## src/hdl/strap_capture.sv

```systemverilog
`timescale 1ns/1ps
`default_nettype none

module strap_capture #(
  parameter int unsigned WIDTH = 8
) (
  input  wire logic             clk,
  input  wire logic             reset_n,
  input  wire logic [WIDTH-1:0] pins_in,
  output logic                  captured_valid,
  output logic [WIDTH-1:0]      captured
);

  logic [WIDTH-1:0] sync1_r;
  logic [WIDTH-1:0] sync2_r;
  logic [WIDTH-1:0] cap_r;
  logic [WIDTH-1:0] cap_nxt;
  logic             valid_r;
  logic             valid_nxt;

  // Synchroniser runs through reset so the straps are settled at release.
  always_ff @(posedge clk) begin
    sync1_r <= pins_in;
    sync2_r <= sync1_r;
  end

  // The first edge after reset release takes the synchronised straps once.
  always_comb begin
    cap_nxt   = cap_r;
    valid_nxt = valid_r;
    if (!valid_r) begin
      cap_nxt   = sync2_r;
      valid_nxt = 1'b1;
    end
  end

  // Reset clears the capture so only a fresh release samples again.
  always_ff @(posedge clk or negedge reset_n) begin
    if (!reset_n) begin
      cap_r   <= '0;
      valid_r <= 1'b0;
    end else begin
      cap_r   <= cap_nxt;
      valid_r <= valid_nxt;
    end
  end

  assign captured_valid = valid_r;
  assign captured       = cap_r;

endmodule : strap_capture

`default_nettype wire

```

## config.mk

```make
export PLATFORM = sky130hd
export DESIGN_NAME = strap_capture
export DESIGN_NICKNAME = d
export VERILOG_FILES = /design/src/hdl/strap_capture.sv
export SDC_FILE = /design/constraint.sdc
export NUM_CORES = 1
export LEC_CHECK = 0
export BUFFER_PORTS_ARGS = -buffer_cell sky130_fd_sc_hd__buf_2
export CAP_MARGIN = 15
export CORE_MARGIN = 2
export CORE_UTILIZATION = 50
export DETAILED_ROUTE_END_ITERATION = 10
export PLACE_DENSITY = 0.77
export RECOVER_POWER = 50
export SYNTH_ARGS = -nofsm -noshare
export SYNTH_HDL_FRONTEND = slang
export SYNTH_SLANG_ARGS = --single-unit
```

## constraint.sdc

```tcl
create_clock -name clk -period 2.75 [get_ports clk]
set_clock_uncertainty 0.2 [all_clocks]
set_input_delay 0.4125 -clock clk [delete_from_list [all_inputs] [get_ports clk]]
set_output_delay 0.4125 -clock clk [all_outputs]
set_load 0.02 [all_outputs]
```

# Yosys cells after proc, flatten, opt, wreduce, memory -nomap -nowiden

Index checks and enable logic that the tools add are counted.

Shift operators: 0
Div/mod/pow operators: 0
Equal/unequal tests: 0
Multipliers: 0
Magnitude comparators: 0
Add/sub/neg operators: 0
Mux-type cells: 0
Bitwise operators: 0
Reductions and logical operators: 0

Memories: 0
Flip-flop bits (word level): 25
Bits in latches: 0
Word-level logic and storage cells: 4
ROM bits: 0
Output and inout port bits: 9
RAM bits: 0

# Longest topological paths before layout

Depth in word-level cells: 0
Gate-level depth with buffers: 2
Depth with buffers taken out: 1

# Worst setup path after synthesis

OpenSTA, ideal clock, no wires.

Kind: register -> register
Start: register valid_r, in the netlist captured_valid
End: register cap_r[0], in the netlist captured[0]
Data required time: 2.425 ns
Clock period less this slack: 1.243 ns
Slack: 1.507 ns
Arrival time: 0.918 ns
Cell stages (with the launch flop): 3
Cell sequence: dfrtp_1 > buf_6 > mux2_4

RTL lines:

| what                   | line | source |
|---|---|---|
| start, declared        | 18   | `logic valid_r;` |
| start signal, assigned | 44   | `valid_r <= valid_nxt;` |
| end signal, assigned   | 43   | `cap_r <= cap_nxt;` |
| end, declared          | 16   | `logic [WIDTH-1:0] cap_r;` |

No word-level cell between the ends.

# Worst setup path in the final report

Start: register valid_r, in the netlist captured_valid
End: output port captured_valid

RTL lines:

| what          | line | source |
|---|---|---|
| end, declared | 10   | `output logic captured_valid,` |

No word-level cell between the ends.

==> metrics list <==
* Deepest level of the CTS H-tree: 1
- Global Route Usage Sum: 13.99%
- Final hold analysis gives a worst-case slack of 0.1411 ns.
- After synthesis the cells add up to 680.7 µm².
- TritonCTS built the clock tree.
* Hold violation count in the final report: 0
- Switching Fraction: 22.21%
- Post-route standard cell area excluding fillers: 893.4 µm²
* Worst EP required: 2.14 ns
- Post-Synth XOR/XNOR Area: 0%
* Netlist cell types: 5
* Clock tree buffer depth: 2
- The number of global-route vias before repair was 345.
* Final ANT Viol Nets: 0
- Counting cells, the worst reg-to-reg path comes to 1.
- Part of the total power dissipated in the clock network: 24.7%
* Yosys reg bits: 25
- Area of the placeable core: 1285 µm²
- Fraction of the mapped netlist area in compound gates: 0%
* Sequential-to-total area share from yosys stat: 80.15%
- Worst reg2reg setup slack: 1.47 ns
- Internal portion of total power: 483.7 µW
- The number of antenna violations at the first check in global routing was 0.
- Summed over all layers, the routed wires come to 899 µm.
- Chip height: 40.90 µm
- The tree is rooted in a sky130_fd_sc_hd__clkbuf_4.
- R2r startpoint: captured_valid$_DFF_PN0_
* Crit path DAT: 1.20 ns
- The final layout contains 76 nets.
* Post-DP Area: between 700 and 800 µm²
- Highest cell delay on the worst timing path: 0.64 ns
* GRT overflow: 0
- RD Place Congestion: between 0.5 and 0.6
- The final-report max-slew violation count came to 0.
- Synth warn: 0
- The smallest clock period supported by the final layout is computed as 1.814 ns.
- The die covers around 1700 µm².
* F_max: 551.3 MHz
- In the routed design, unresolved DRC markers number 0.
- Part of the cycle the worst path needs: 65.96%
- Commonest cells after routing, fill and taps aside: sky130_fd_sc_hd__buf_2, sky130_fd_sc_hd__dfxtp_1, sky130_fd_sc_hd__dfrtp_1, sky130_fd_sc_hd__dlygate4sd3_1, sky130_fd_sc_hd__mux2_4
* First-pass detailed-route iteration total: 2
* Adder-cell share of the synthesized area: 0%
* Critical Path Slowest Stage Cell: sky130_fd_sc_hd__dfrtp_1
- Of the total synthesized cell area, the portion taken by AND, OR, NAND and NOR gates is 0%.
- The number of nets in the synthesized netlist is 45.
- Crit Path Class: flip-flop to output port
- Syn Inst Count: 35
* Avg Vias per Cell: 4.225
- Input and output buffers added on the ports amount to 18.
- In this run, the number of DRC markers left after iteration 0 of detailed routing was 6.
- After synthesis, the largest family of logic cells by area is multiplexers.
- Final setup violation count: 0
- Of the total power, combinational logic draws between 10% and 20%.
- The tightest min-delay check is of the flip-flop to flip-flop type.
* Post-route worst setup slack: 0.9361 ns
* Die boundary width: about 41 µm
- RSZ-0062 raised after global routing: no
- Among cell families on the critical path, the largest total delay comes from flip-flops.
* Setup crit start: captured_valid$_DFF_PN0_
* Layout cells sized above 1: 43.08%
- Dividing the detail-routed wire length by the instance count gives between 10 and 15 µm.
* Fraction of power consumed by sequential logic: 64.6%
- CP bufs+invs: 1
- Initial Util: 52.97%
* Number of placement rows: 13
- Once layout is complete, the utilization of the core stands at a little over two thirds.
- Total CTS buffers: 3
- Clk pin slew, worst setup/hold paths: 0.12 ns
- Static leakage power: 0.0004300 µW
- Outcome: finished clean
- Maximum number of pins on one net before global-route repair: 14
- Crit Path Max Fanout: 9
* Mean cell area of the mapped netlist: 19.45 µm²
- In this run the worst setup path terminates at captured_valid.
* Syn-to-layout area delta: 31.25%
- Max Cap Violations: 0
- Most frequent standard cell in the layout excluding fill and tap cells: sky130_fd_sc_hd__buf_2
- Routed via count: approximately 340
- 19 I/O pins were placed.
- Total negative setup slack: 0 ns
- Power spread over the standard cell area amounts to 696.1 nW/µm².
* Mux cell area share after synthesis: 17.65%
- Switching power: 138.1 µW
* Worst R2R End: captured[7]$_DFFE_PN0N_
* Clock insertion delay at the later pin of the skew report: 0.30 ns
- Before CTS, the worst setup slack after placement is approximately 1.3 ns.
* Antenna Diode Count: 0
- STA classifies the critical path startpoint as a flip-flop.
* Clock tree sinks: 25
- The worst setup path is captured at an output port.
- Summed over all nets, the half-perimeter wirelength after detailed placement is 598.9 µm.
- The critical path goes through buf_2.
- Levels on crit path: 1
- Maximum vdd ir drop: around 0.48 mV
- The first global-routing pass estimated 1407 µm of wire.
-- logic make-up (layout without fill, tap and decap cells) --
kind of cell	after synthesis	in the layout
buffers and inverters	1	31
DFF	25	25
muxes	8	8
other	1	1
-- how the worst min path moves through the flow --
stage	startpoint	end	slack, ns	cells past startpoint
finish	sync1_r[4]$_DFF_P_	sync2_r[4]$_DFF_P_	0.14	0
CTS	sync1_r[2]$_DFF_P_	sync2_r[2]$_DFF_P_	0.14	0
floorplan	reset_n	captured[0]$_DFFE_PN0N_	-0.08	0
global placement	reset_n	captured[3]$_DFFE_PN0N_	0.07	1
detailed placement	reset_n	captured[3]$_DFFE_PN0N_	0.07	1
global route	sync1_r[0]$_DFF_P_	sync2_r[0]$_DFF_P_	0.15	0
-- routing by layer --
metal,track usage (%),vias to the layer above,part of all wire (%)
met1,14.58,152,45
met4,12.50,0,0.44
met3,3.804,2,6.8
met5,0,-,0
met2,22.66,15,47
li1,-,169,-
-- power groups by stage --
stage / logic, µW / clock network [µW] / registers (µW)
6_report: 66.9 / 153 / 402
5_1_grt: 72.4 / 177 / 405
4_1_cts: 67.6 / 157 / 402
3_5_place_dp: 58.1 / 0 / 410
3_3_place_gp: 56.8 / 0 / 409
2_1_floorplan: 23.2 / 0 / 421
-- flip-flops by register name, indices dropped and copies added (netlist names) --
signal          count
sync2_r             8
captured_valid      1
sync1_r             8
captured            8
-- cell type report --
type	instances	area, µm²
flip-flops and latches	25	545.5
multi-input cells	9	123.9
fillers	80	391.6
repair buffers	27	178.9
clock buffers	4	26.28
well taps	15	18.77
-- timing repair --
item	CTS	global route
resized for setup	0	0
buffers inserted	0	0
hold buffers	9	0
endpoints found under the hold margin	17	0
-- per-stage QoR --
stage                     total power [µW]  instances
after global placement               465.7         67
after detailed placement             468.0         67
after CTS                            627.2         80
after global routing                 655.0         80
after floorplan                      444.3         35
final                                621.9         80
-- synth_stat cells, drive strengths merged --
cell type,n,area [µm²]
mux2,8,120.1
dfxtp,16,320.3
dfrtp,9,225.2
conb,1,3.750
buf,1,11.26
Power figures use the tool's default switching activity.
